`config.mk`:
```
export PLATFORM = sky130hd
export DESIGN_NAME = sadc_top
export DESIGN_NICKNAME = d
export VERILOG_FILES = /design/src/logic/sadc_pkg.sv /design/src/logic/sadc_top.sv /design/src/logic/sadc_sync.sv /design/src/logic/sadc_clkdiv.sv
export SDC_FILE = /design/constraint.sdc
export NUM_CORES = 1
export LEC_CHECK = 0
export BUFFER_PORTS_ARGS = -buffer_cell sky130_fd_sc_hd__buf_2
export CORE_MARGIN = 2
export CORE_UTILIZATION = 55
export CTS_CLUSTER_DIAMETER = 120
export DETAILED_ROUTE_END_ITERATION = 16
export PLACE_DENSITY_LB_ADDON = 0.15
export SLEW_MARGIN = 0
export SYNTH_ARGS = -nofsm -noshare
export SYNTH_HDL_FRONTEND = slang
export SYNTH_HIERARCHICAL = 1
export SYNTH_SLANG_ARGS = --single-unit
```
`constraint.sdc`:
```
create_clock -name pclk -period 8.4 [get_ports pclk]
set_input_delay 1.68 -clock pclk [delete_from_list [all_inputs] [get_ports pclk]]
set_output_delay 1.68 -clock pclk [all_outputs]
set_load 0.05 [all_outputs]
```
`src/logic/sadc_pkg.sv`:
```
package sadc_pkg;

	// Register indices; byte address is four times the index
	localparam logic [7:0] IDX_CTRL     = 8'h5c;
	localparam logic [7:0] IDX_RES_HIGH = 8'h5d;
	localparam logic [7:0] IDX_RES_LOW  = 8'h5e;
	localparam logic [7:0] IDX_INT_STAT = 8'h58;
	localparam logic [7:0] IDX_INT_MASK = 8'h59;

	// Reset values
	localparam logic [7:0] CTRL_RESET   = 8'h00;
	localparam logic [9:0] RESULT_RESET = 10'h000;

	// Result low byte: bits one and zero sit in the top two bits
	localparam int RES_LOW_SHIFT = 6;

	// Approximation register: mid-scale start, last trial bit
	localparam logic [11:0] SAR_INIT = 12'h800;
	localparam logic [11:0] SAR_LAST = 12'h004;

	// Conversion timing in conversion clocks
	localparam logic [3:0]  SETUP_LAST = 4'h9;
	localparam logic [1:0]  STEP_LAST  = 2'h3;
	localparam logic [11:0] CONV_TICKS = 12'h032;

	// Conversion clock ratios selected by control bits two and one
	localparam logic [4:0] DIV_RATIO_0 = 5'h10;
	localparam logic [4:0] DIV_RATIO_1 = 5'h08;
	localparam logic [4:0] DIV_RATIO_2 = 5'h04;
	localparam logic [4:0] DIV_RATIO_3 = 5'h02;

	// Least whole conversion time, software's concern
	localparam int PCLK_HZ        = 40_000_000;
	localparam int T_CONV_MIN_NS  = 25_000;
	localparam int CONV_MIN_CYC   = (T_CONV_MIN_NS * (PCLK_HZ / 1_000_000) + 999) / 1000;

	// Control register layout, bit seven reads zero
	typedef struct packed {
		logic       rsv;
		logic [2:0] chan;
		logic       eoc;
		logic [1:0] div;
		logic       start;
	} sadc_ctrl_s;

	typedef enum logic [2:0] {
		ST_IDLE  = 3'b001,
		ST_SETUP = 3'b010,
		ST_TRIAL = 3'b100
	} sadc_state_e;

endpackage

```
`src/logic/sadc_top.sv`:
```
// The implementer's own choice: the APB register port.
`timescale 1ns/10ps
// Contract
// - Three-bit channel field, bits six to four, routes one analog input.
// - Software sets bit zero; device then starts a conversion on that channel.
// - Approximation register starts each conversion at mid-scale 800H.
// - One channel per conversion; ten bit trials update the register automatically.
// - Completion sets end-of-conversion flag, control bit three.
// - Completion copies the result to the result bytes, then goes idle.
// - Each new result overwrites the old; software reads in time.
// - Ten set-up clocks plus four clocks per bit: fifty conversion clocks.
// - Control bits two and one pick the conversion clock divider, one is eight.
// - Reset clears the start bit; nothing runs after reset.
// - Channel field may be rewritten between conversions.
// - Control register is read and write at its own address.
module sadc_top #(
	parameter int ADDR_W = 12 // APB address width
) (
	input  wire logic              pclk,       // System clock, 40 MHz
	input  wire logic              presetn,    // Async reset, active low
	input  wire logic              psel,       // APB select
	input  wire logic              penable,    // APB access phase
	input  wire logic              pwrite,     // APB write
	input  wire logic [ADDR_W-1:0] paddr,      // APB byte address
	input  wire logic [31:0]       pwdata,     // APB write data
	output logic      [31:0]       prdata,     // APB read data
	output logic                   pready,     // APB ready
	output logic                   pslverr,    // APB error, unmapped
	input  wire logic              comp_in,    // Comparator, high: input above trial
	output logic      [2:0]        analog_sel, // Analog input mux select
	output logic      [9:0]        dac_code,   // Trial code to resistor string
	output logic                   conv_busy,  // Conversion running
	output logic                   irq         // Interrupt, level
);

	sadc_pkg::sadc_ctrl_s  ctrl;
	sadc_pkg::sadc_ctrl_s  next_ctrl;
	sadc_pkg::sadc_state_e state;
	sadc_pkg::sadc_state_e next_state;

	logic [9:0]  result;
	logic [11:0] sar;
	logic [11:0] trial_mask;
	logic [11:0] next_sar;
	logic [3:0]  setup_cnt;
	logic [1:0]  step;
	logic [1:0]  conv_div;
	logic        int_stat;
	logic        int_mask;
	logic        comp_q;
	logic        tick;
	logic [11:0] busy_cyc;

	if (ADDR_W < 10 || ADDR_W > 32) begin : g_bad_addr
		$error("sadc_top: ADDR_W must lie in 10..32");
	end

	// APB phase decode
	wire setup_ph = psel & ~penable;
	wire access   = psel & penable & pready;
	wire wr_en    = access & pwrite;

	// Address decode, word aligned, page above bit nine must be zero
	wire [7:0] idx     = paddr[9:2];
	wire       in_page = ((paddr >> 10) == '0) && (paddr[1:0] == 2'b00);
	wire       hit_ctrl = in_page && idx == sadc_pkg::IDX_CTRL;
	wire       hit_resh = in_page && idx == sadc_pkg::IDX_RES_HIGH;
	wire       hit_resl = in_page && idx == sadc_pkg::IDX_RES_LOW;
	wire       hit_stat = in_page && idx == sadc_pkg::IDX_INT_STAT;
	wire       hit_mask = in_page && idx == sadc_pkg::IDX_INT_MASK;
	wire       hit_any  = hit_ctrl | hit_resh | hit_resl | hit_stat | hit_mask;

	// Write strobes; result bytes have none at all
	wire wr_ctrl = wr_en & hit_ctrl;
	wire wr_stat = wr_en & hit_stat;
	wire wr_mask = wr_en & hit_mask;

	// Sequencer decode
	wire st_idle  = (state == sadc_pkg::ST_IDLE);
	wire st_setup = (state == sadc_pkg::ST_SETUP);
	wire st_trial = (state == sadc_pkg::ST_TRIAL);
	wire begin_cv = st_idle & ctrl.start;
	wire abort_cv = ~st_idle & ~ctrl.start;
	wire setup_end = st_setup & tick & (setup_cnt == sadc_pkg::SETUP_LAST);
	wire bit_end  = st_trial & tick & (step == sadc_pkg::STEP_LAST);
	wire last_bit = (trial_mask == sadc_pkg::SAR_LAST);
	wire done     = bit_end & last_bit & ctrl.start;

	// Divider ratio of the running conversion
	wire [4:0] div_ratio =
		(conv_div == 2'h0) ? sadc_pkg::DIV_RATIO_0 :
		(conv_div == 2'h1) ? sadc_pkg::DIV_RATIO_1 :
		(conv_div == 2'h2) ? sadc_pkg::DIV_RATIO_2 :
		sadc_pkg::DIV_RATIO_3;

	// Bit decision: keep the trial bit if input is above, then try the next
	wire [11:0] kept     = comp_q ? sar : (sar & ~trial_mask);
	wire [11:0] next_try = last_bit ? 12'h000 : (trial_mask >> 1);
	assign next_sar = kept | next_try;

	// Read mux; low byte pads its unused bits with zero
	wire [7:0] rd_byte =
		hit_ctrl ? {1'b0, ctrl[6:0]} :
		hit_resh ? result[9:2] :
		hit_resl ? {result[1:0], 6'h00} :
		hit_stat ? {7'h00, int_stat} :
		hit_mask ? {7'h00, int_mask} :
		8'h00;

	// Trial code follows the register; a flop feeds it directly
	assign dac_code = sar[11:2];

	// Comparator crosses in from the analog side
	sadc_sync u_comp_sync (
		.pclk    (pclk),
		.presetn (presetn),
		.d       (comp_in),
		.q       (comp_q)
	);

	// Divider phase restarts with each conversion
	sadc_clkdiv #(
		.CNT_W (5)
	) u_clkdiv (
		.pclk    (pclk),
		.presetn (presetn),
		.clr     (begin_cv),
		.ratio   (div_ratio),
		.tick    (tick)
	);

	// Control register next value; a software start beats the hardware clear
	always_comb begin
		next_ctrl = ctrl;
		if (done) begin
			next_ctrl.start = 1'b0;
			next_ctrl.eoc   = 1'b1;
		end
		if (wr_ctrl) begin
			next_ctrl.chan  = pwdata[6:4];
			next_ctrl.div   = pwdata[2:1];
			next_ctrl.start = pwdata[0];
		end
		if (begin_cv) begin
			next_ctrl.eoc = 1'b0;
		end
		next_ctrl.rsv = 1'b0;
	end

	// Sequencer next state; writing a zero start aborts
	always_comb begin
		next_state = state;
		unique case (state)
			sadc_pkg::ST_IDLE: begin
				if (ctrl.start) begin
					next_state = sadc_pkg::ST_SETUP;
				end
			end
			sadc_pkg::ST_SETUP: begin
				if (abort_cv) begin
					next_state = sadc_pkg::ST_IDLE;
				end else if (setup_end) begin
					next_state = sadc_pkg::ST_TRIAL;
				end
			end
			sadc_pkg::ST_TRIAL: begin
				if (abort_cv || done) begin
					next_state = sadc_pkg::ST_IDLE;
				end
			end
			default: begin
				next_state = sadc_pkg::ST_IDLE;
			end
		endcase
	end

	// Control and state registers; reset leaves nothing running
	always_ff @(posedge pclk or negedge presetn) begin
		if (!presetn) begin
			ctrl  <= sadc_pkg::CTRL_RESET;
			state <= sadc_pkg::ST_IDLE;
		end else begin
			ctrl  <= next_ctrl;
			state <= next_state;
		end
	end

	// Conversion start latches channel and divider for the whole run
	always_ff @(posedge pclk or negedge presetn) begin
		if (!presetn) begin
			analog_sel <= 3'h0;
			conv_div   <= 2'h0;
		end else if (begin_cv) begin
			analog_sel <= ctrl.chan;
			conv_div   <= ctrl.div;
		end
	end

	// Set-up count and bit step count, both in conversion clocks
	always_ff @(posedge pclk or negedge presetn) begin
		if (!presetn) begin
			setup_cnt <= 4'h0;
			step      <= 2'h0;
		end else if (begin_cv) begin
			setup_cnt <= 4'h0;
			step      <= 2'h0;
		end else if (tick && st_setup) begin
			setup_cnt <= setup_cnt + 4'h1;
		end else if (tick && st_trial) begin
			step <= step + 2'h1;
		end
	end

	// Approximation register and trial bit, one decision per four ticks
	always_ff @(posedge pclk or negedge presetn) begin
		if (!presetn) begin
			sar        <= 12'h000;
			trial_mask <= 12'h000;
		end else if (begin_cv) begin
			sar        <= sadc_pkg::SAR_INIT;
			trial_mask <= sadc_pkg::SAR_INIT;
		end else if (bit_end) begin
			sar        <= next_sar;
			trial_mask <= trial_mask >> 1;
		end
	end

	// Result is overwritten by every finished conversion, read or not
	always_ff @(posedge pclk or negedge presetn) begin
		if (!presetn) begin
			result <= sadc_pkg::RESULT_RESET;
		end else if (done) begin
			result <= next_sar[11:2];
		end
	end

	// Done flag is sticky; a new event wins over a same-cycle clear
	always_ff @(posedge pclk or negedge presetn) begin
		if (!presetn) begin
			int_stat <= 1'b0;
			int_mask <= 1'b0;
			irq      <= 1'b0;
		end else begin
			int_stat <= done | (int_stat & ~(wr_stat & pwdata[0]));
			if (wr_mask) begin
				int_mask <= pwdata[0];
			end
			irq <= int_stat & int_mask;
		end
	end

	// Busy mirrors the next state so it rises with the set-up phase
	always_ff @(posedge pclk or negedge presetn) begin
		if (!presetn) begin
			conv_busy <= 1'b0;
		end else begin
			conv_busy <= (next_state != sadc_pkg::ST_IDLE);
		end
	end

	// Zero wait states: ready follows setup by one edge
	always_ff @(posedge pclk or negedge presetn) begin
		if (!presetn) begin
			pready  <= 1'b0;
			pslverr <= 1'b0;
			prdata  <= 32'h0000_0000;
		end else begin
			pready  <= setup_ph;
			pslverr <= setup_ph & ~hit_any;
			if (setup_ph) begin
				prdata <= {24'h00_0000, rd_byte};
			end
		end
	end

	// Helper: pclk cycles spent in the current conversion
	always_ff @(posedge pclk or negedge presetn) begin
		if (!presetn) begin
			busy_cyc <= 12'h000;
		end else if (begin_cv) begin
			busy_cyc <= 12'h000;
		end else if (!st_idle) begin
			busy_cyc <= busy_cyc + 12'h001;
		end
	end

	chk_sar_midscale: assert property (@(posedge pclk) disable iff (!presetn)
		begin_cv |=> sar == sadc_pkg::SAR_INIT && st_setup)
		else $error("approximation register not at mid-scale after start");

	chk_start_taken: assert property (@(posedge pclk) disable iff (!presetn)
		st_idle && ctrl.start |=> conv_busy && st_setup)
		else $error("set start bit did not begin a conversion");

	chk_eoc_on_done: assert property (@(posedge pclk) disable iff (!presetn)
		done |=> ctrl.eoc && st_idle && int_stat
			&& ctrl.start == $past(wr_ctrl && pwdata[0]))
		else $error("completion did not raise end-of-conversion");

	chk_eoc_cleared: assert property (@(posedge pclk) disable iff (!presetn)
		begin_cv |=> !ctrl.eoc)
		else $error("end-of-conversion survived a new start");

	chk_result_load: assert property (@(posedge pclk) disable iff (!presetn)
		done |=> result == $past(next_sar[11:2]) && !conv_busy)
		else $error("result not loaded on completion");

	chk_conv_length: assert property (@(posedge pclk) disable iff (!presetn)
		done |-> busy_cyc == 12'(div_ratio) * sadc_pkg::CONV_TICKS - 12'h001)
		else $error("conversion length is not fifty conversion clocks");

	chk_result_ro: assert property (@(posedge pclk) disable iff (!presetn)
		wr_en && (hit_resh || hit_resl) && !done |=> $stable(result))
		else $error("software write changed the result");

	chk_chan_latch: assert property (@(posedge pclk) disable iff (!presetn)
		begin_cv ##1 (!st_idle)[*2] |-> analog_sel == $past(ctrl.chan, 2))
		else $error("channel select moved during a conversion");

	chk_chan_write: assert property (@(posedge pclk) disable iff (!presetn)
		wr_ctrl |=> ctrl.chan == $past(pwdata[6:4]))
		else $error("channel field write lost");

	chk_trial_shift: assert property (@(posedge pclk) disable iff (!presetn)
		bit_end && !last_bit |=> trial_mask == $past(trial_mask) >> 1
			&& (sar & trial_mask) != 12'h000)
		else $error("next trial bit not set after a decision");

	// Only a finished conversion may touch the result
	chk_result_hold: assert property (@(posedge pclk) disable iff (!presetn)
		!done |=> $stable(result))
		else $error("result changed without a finished conversion");

	// An aborted run ends at once and never claims completion
	chk_abort_quiet: assert property (@(posedge pclk) disable iff (!presetn)
		abort_cv |=> st_idle && !conv_busy && !ctrl.eoc)
		else $error("abort did not stop the sequencer cleanly");

	// Every setup cycle is answered on the next edge
	chk_ready_setup: assert property (@(posedge pclk) disable iff (!presetn)
		setup_ph |=> pready && pslverr == !$past(hit_any))
		else $error("register access not answered in one cycle");

endmodule

```
`src/logic/sadc_sync.sv`:
```
`timescale 1ns/10ps
module sadc_sync (
	input  wire logic pclk,    // System clock
	input  wire logic presetn, // Async reset, active low
	input  wire logic d,       // Asynchronous level
	output logic      q        // Filtered synchronous level
);

	logic s1;
	logic s2;
	logic s3;

	// Three stages; only the agreeing pair two/three may move the output
	always_ff @(posedge pclk or negedge presetn) begin
		if (!presetn) begin
			s1 <= 1'b0;
			s2 <= 1'b0;
			s3 <= 1'b0;
			q  <= 1'b0;
		end else begin
			s1 <= d;
			s2 <= s1;
			s3 <= s2;
			if (s2 == s3) begin
				q <= s3;
			end
		end
	end

endmodule

```
`src/logic/sadc_clkdiv.sv`:
```
`timescale 1ns/10ps
module sadc_clkdiv #(
	parameter int CNT_W = 5 // Counter width
) (
	input  wire logic             pclk,    // System clock
	input  wire logic             presetn, // Async reset, active low
	input  wire logic             clr,     // Restart phase
	input  wire logic [CNT_W-1:0] ratio,   // Division ratio
	output logic                  tick     // One conversion clock
);

	logic [CNT_W-1:0] cnt;

	if (CNT_W < 2) begin : g_bad_width
		$error("sadc_clkdiv: CNT_W too small");
	end

	// Tick on the last count of each period
	assign tick = (cnt == ratio - CNT_W'(1));

	// Restart keeps conversion length exact from its first cycle
	always_ff @(posedge pclk or negedge presetn) begin
		if (!presetn) begin
			cnt <= '0;
		end else if (clr || tick) begin
			cnt <= '0;
		end else begin
			cnt <= cnt + CNT_W'(1);
		end
	end

	chk_tick_spacing: assert property (@(posedge pclk) disable iff (!presetn)
		tick && !clr && ratio > CNT_W'(1) |=> !tick)
		else $error("conversion clock ticks on adjacent cycles");

endmodule

```
==> reports/results.ini <==
[status]
outcome = finished with violations
violations = design-rule violations

[run]
drv_cap = 0

[timing]
period_share_pct = 42.9
slew_violations = 0
finalClockSkew_ps = 7.92
fmax_ghz = 0.277
min_period_ps = 3610
tightest_slew_ps = 935
setup_viol = 0
tns_ps = 0
rsz0062_at_grt = no
hold_viol = 0
maxSlewHeadroom_pct = 37.7

[floorplan]
io_pins = 99
core-area_um2 = 6420
floorplan.initialDensity_pct = 57.2
die_w_um = 85.7
rows = 29
dieArea_um2 = 7350
fp.dieH_um = 85.7

[setup_path]
crit_end = conv_busy
cp_num_buf_inv = 1
r2r_end = conv_busy
cp.required_ps = 8590
worstPathArrival_ps = 3790
crit_type = register to register
start_kind = register
cp.depth = 10
crit_start = conv_div[1]
path_delay_family = simple AND/OR/NAND/NOR gates
rr_startpoint = conv_div[1]
end_kind = register
slowest_stage = nor3_4
worst-r2r-setup-slack_ps = 4790
path_cells = and2_1 -> inv_1 -> ha_1 -> nor2b_1 -> or3_1 -> a311oi_2 -> and4bb_2 -> nand2_4 -> nor3_4 -> o21ai_0
cp_max_fo = 32
slowest_delay_ps = 730
rr_worst_depth = 10

[logic_synthesis]
async_reset_ff_share_pct = 100
syn_area_um2 = 3670
yosys-top-cells-area = dfrtp_1 51%, nand2_1 5.4%, buf_4 4.9%
synth-main-ff-cell = dfrtp_1
syn_area_per_cell_um2 = 10.4
synth_edf_count = 0
synth_top_area_share_pct = 51.1
yosysTopAreaCell = dfrtp_1
ys_types = 54
ys_seq_area_share_pct = 51.8
syn_inst = 353
ys_seq_elements = 76
yosysWarnings = 6

[clock_tree]
clockRootBuffer = clkbuf_8
cts_max_level = 3
clk_latency_ps = 340
cts_tree = yes
post_cts_buffers = 0
cts_buffer_depth = 2
ctsResizeCount = 0
cts_buffers = 9
path_clk_slew_ps = 70
hold_buffers = 0
clock_sinks = 76

[layout]
nFillCells = 545
drive_above_1_share_pct = 21.0
nets = 461
synthToLayoutAreaGrowth_pct = 10.6
insertedDiodeCount = 0
fin_area_um2 = 4060

[drt]
drtAntennaViolNets = 0
drc_errors = 1
wl_per_cell_um = 14.6
num_vias = 2616
dr.pass1.iters = 13
drt_iter0_markers = 163
wl_mm = 7.09
viasPerCell = 5.38

[global_route]
grt_max_degree = 77
grt_pass1_wl_mm = 12.0
grt_antenna_before_repair = 0
grt.total_usage_pct = 20.7
grt_pass1_vias = 2503
grt.overflow.total = 0

[placement]
dp_hpwl_mm = 4.94
gp_congestion = 0.774
dpl_cell_area_um2 = 3890
io_buffers = 48

[power]
power_density_nw_per_um2 = 184
p_leak_nw = 2.09
peakVddDrop_uv = 115

[worst_hold_path]
hp-class = register to register

layout make-up:
class                      count  area (um^2)  share of cell area, %
sequential                    76         1900                   46.8
clock inverter                 3         40.0                  0.985
multi-input combinational    251         1570                   38.7
tap                           77         96.3                   2.37
clock buffer                  11          131                   3.23
inverter                      19         71.3                   1.75
timing repair buffer          49          250                   6.16
stage by stage:
stage / cells / util, % / hold slack [ps] / total power, mW / setup slack, ps
final: 486 / 63.3 / 357 / 0.746 / 4790
after floorplan: 379 / - / 331 / 0.481 / 5460
after detailed placement: 472 / 60.6 / 336 / 0.497 / 4770
after CTS: 486 / 63.3 / 363 / 0.753 / 4750
after global routing: 486 / 63.3 / 384 / 0.780 / 4430
after global placement: 472 / 60.6 / 337 / 0.495 / 4790
layout by cell type (no fill, tap or decap), drive strengths merged, types with 2 or more instances in the layout:
master | netlist | layout
dfrtp | 75 | 75
nand2 | 54 | 54
buf | 26 | 49
conb | 1 | 27
nand3 | 24 | 24
inv | 19 | 19
nand2b | 13 | 13
o21ai | 13 | 13
a21oi | 12 | 12
clkbuf | 7 | 11
mux2i | 10 | 10
nor3 | 10 | 10
nor2 | 9 | 9
and2 | 8 | 8
mux2 | 8 | 8
nor2b | 7 | 7
xor2 | 6 | 6
a221o | 5 | 5
ha | 5 | 5
and4bb | 4 | 4
xnor2 | 4 | 4
o211ai | 3 | 3
nand4 | 3 | 3
o31ai | 3 | 3
o21a | 2 | 2
clkinv | 0 | 2
nor4 | 2 | 2
logic make-up after synthesis:
group | synth area share, %
AOI/OAI and AO/OA | 8.21
adders and majority gates | 2.01
other | 0.102
DFF | 51.8
xor gates and xnor gates | 2.38
muxes | 5.79
and+or+nand+nor | 21.6
buffers and inverters | 8.10
power breakdown:
part / internal [mW] / switching, mW
logic: 0.0341 / 0.0592
clock network: 0.133 / 0.123
registers: 0.380 / 0.0160
sequential cells by signal, indices dropped and copies added, names as in the netlist, 2 cells and up:
signal	count
u_clkdiv/cnt	5
analog_sel	3
state	3
conv_div	2
trial_mask	12
sar	10
result	10
step	2
ctrl	7
setup_cnt	4
prdata	8
per-layer routing:
layer,share of wire [%],track usage (%)
met1,46,28.4
met2,49,33.0
met3,2.7,3.75
met4,1.9,7.79
met5,0,0
cells in the mapped netlist, types with 2 or more instances:
cell type,instances
o31ai_1,3
mux2i_1,10
ha_1,5
nor3_4,2
xnor2_1,4
mux2_2,8
o21ai_0,12
inv_1,19
a21oi_1,12
clkbuf_1,7
nor3_1,6
buf_4,24
xor2_1,6
nor2_1,9
nor3_2,2
and2_1,8
o211ai_1,3
nand4_1,3
and4bb_2,4
nand2_1,53
a221o_1,5
nor2b_1,7
nand3_1,23
dfrtp_1,75
nand2b_1,13
o21a_1,2
how the worst min path moves through the flow:
stage / from / endpoint / depth (start not counted)
final: u_comp_sync/s1 / u_comp_sync/s2 / 0
after global routing: u_comp_sync/s1 / u_comp_sync/s2 / 0
after CTS: u_comp_sync/s1 / u_comp_sync/s2 / 0
after detailed placement: u_comp_sync/s1 / u_comp_sync/s2 / 0
after global placement: u_comp_sync/s1 / u_comp_sync/s2 / 0
after floorplan: u_comp_sync/s1 / u_comp_sync/s2 / 0
Note: power is estimated with default switching activity, not from simulation.
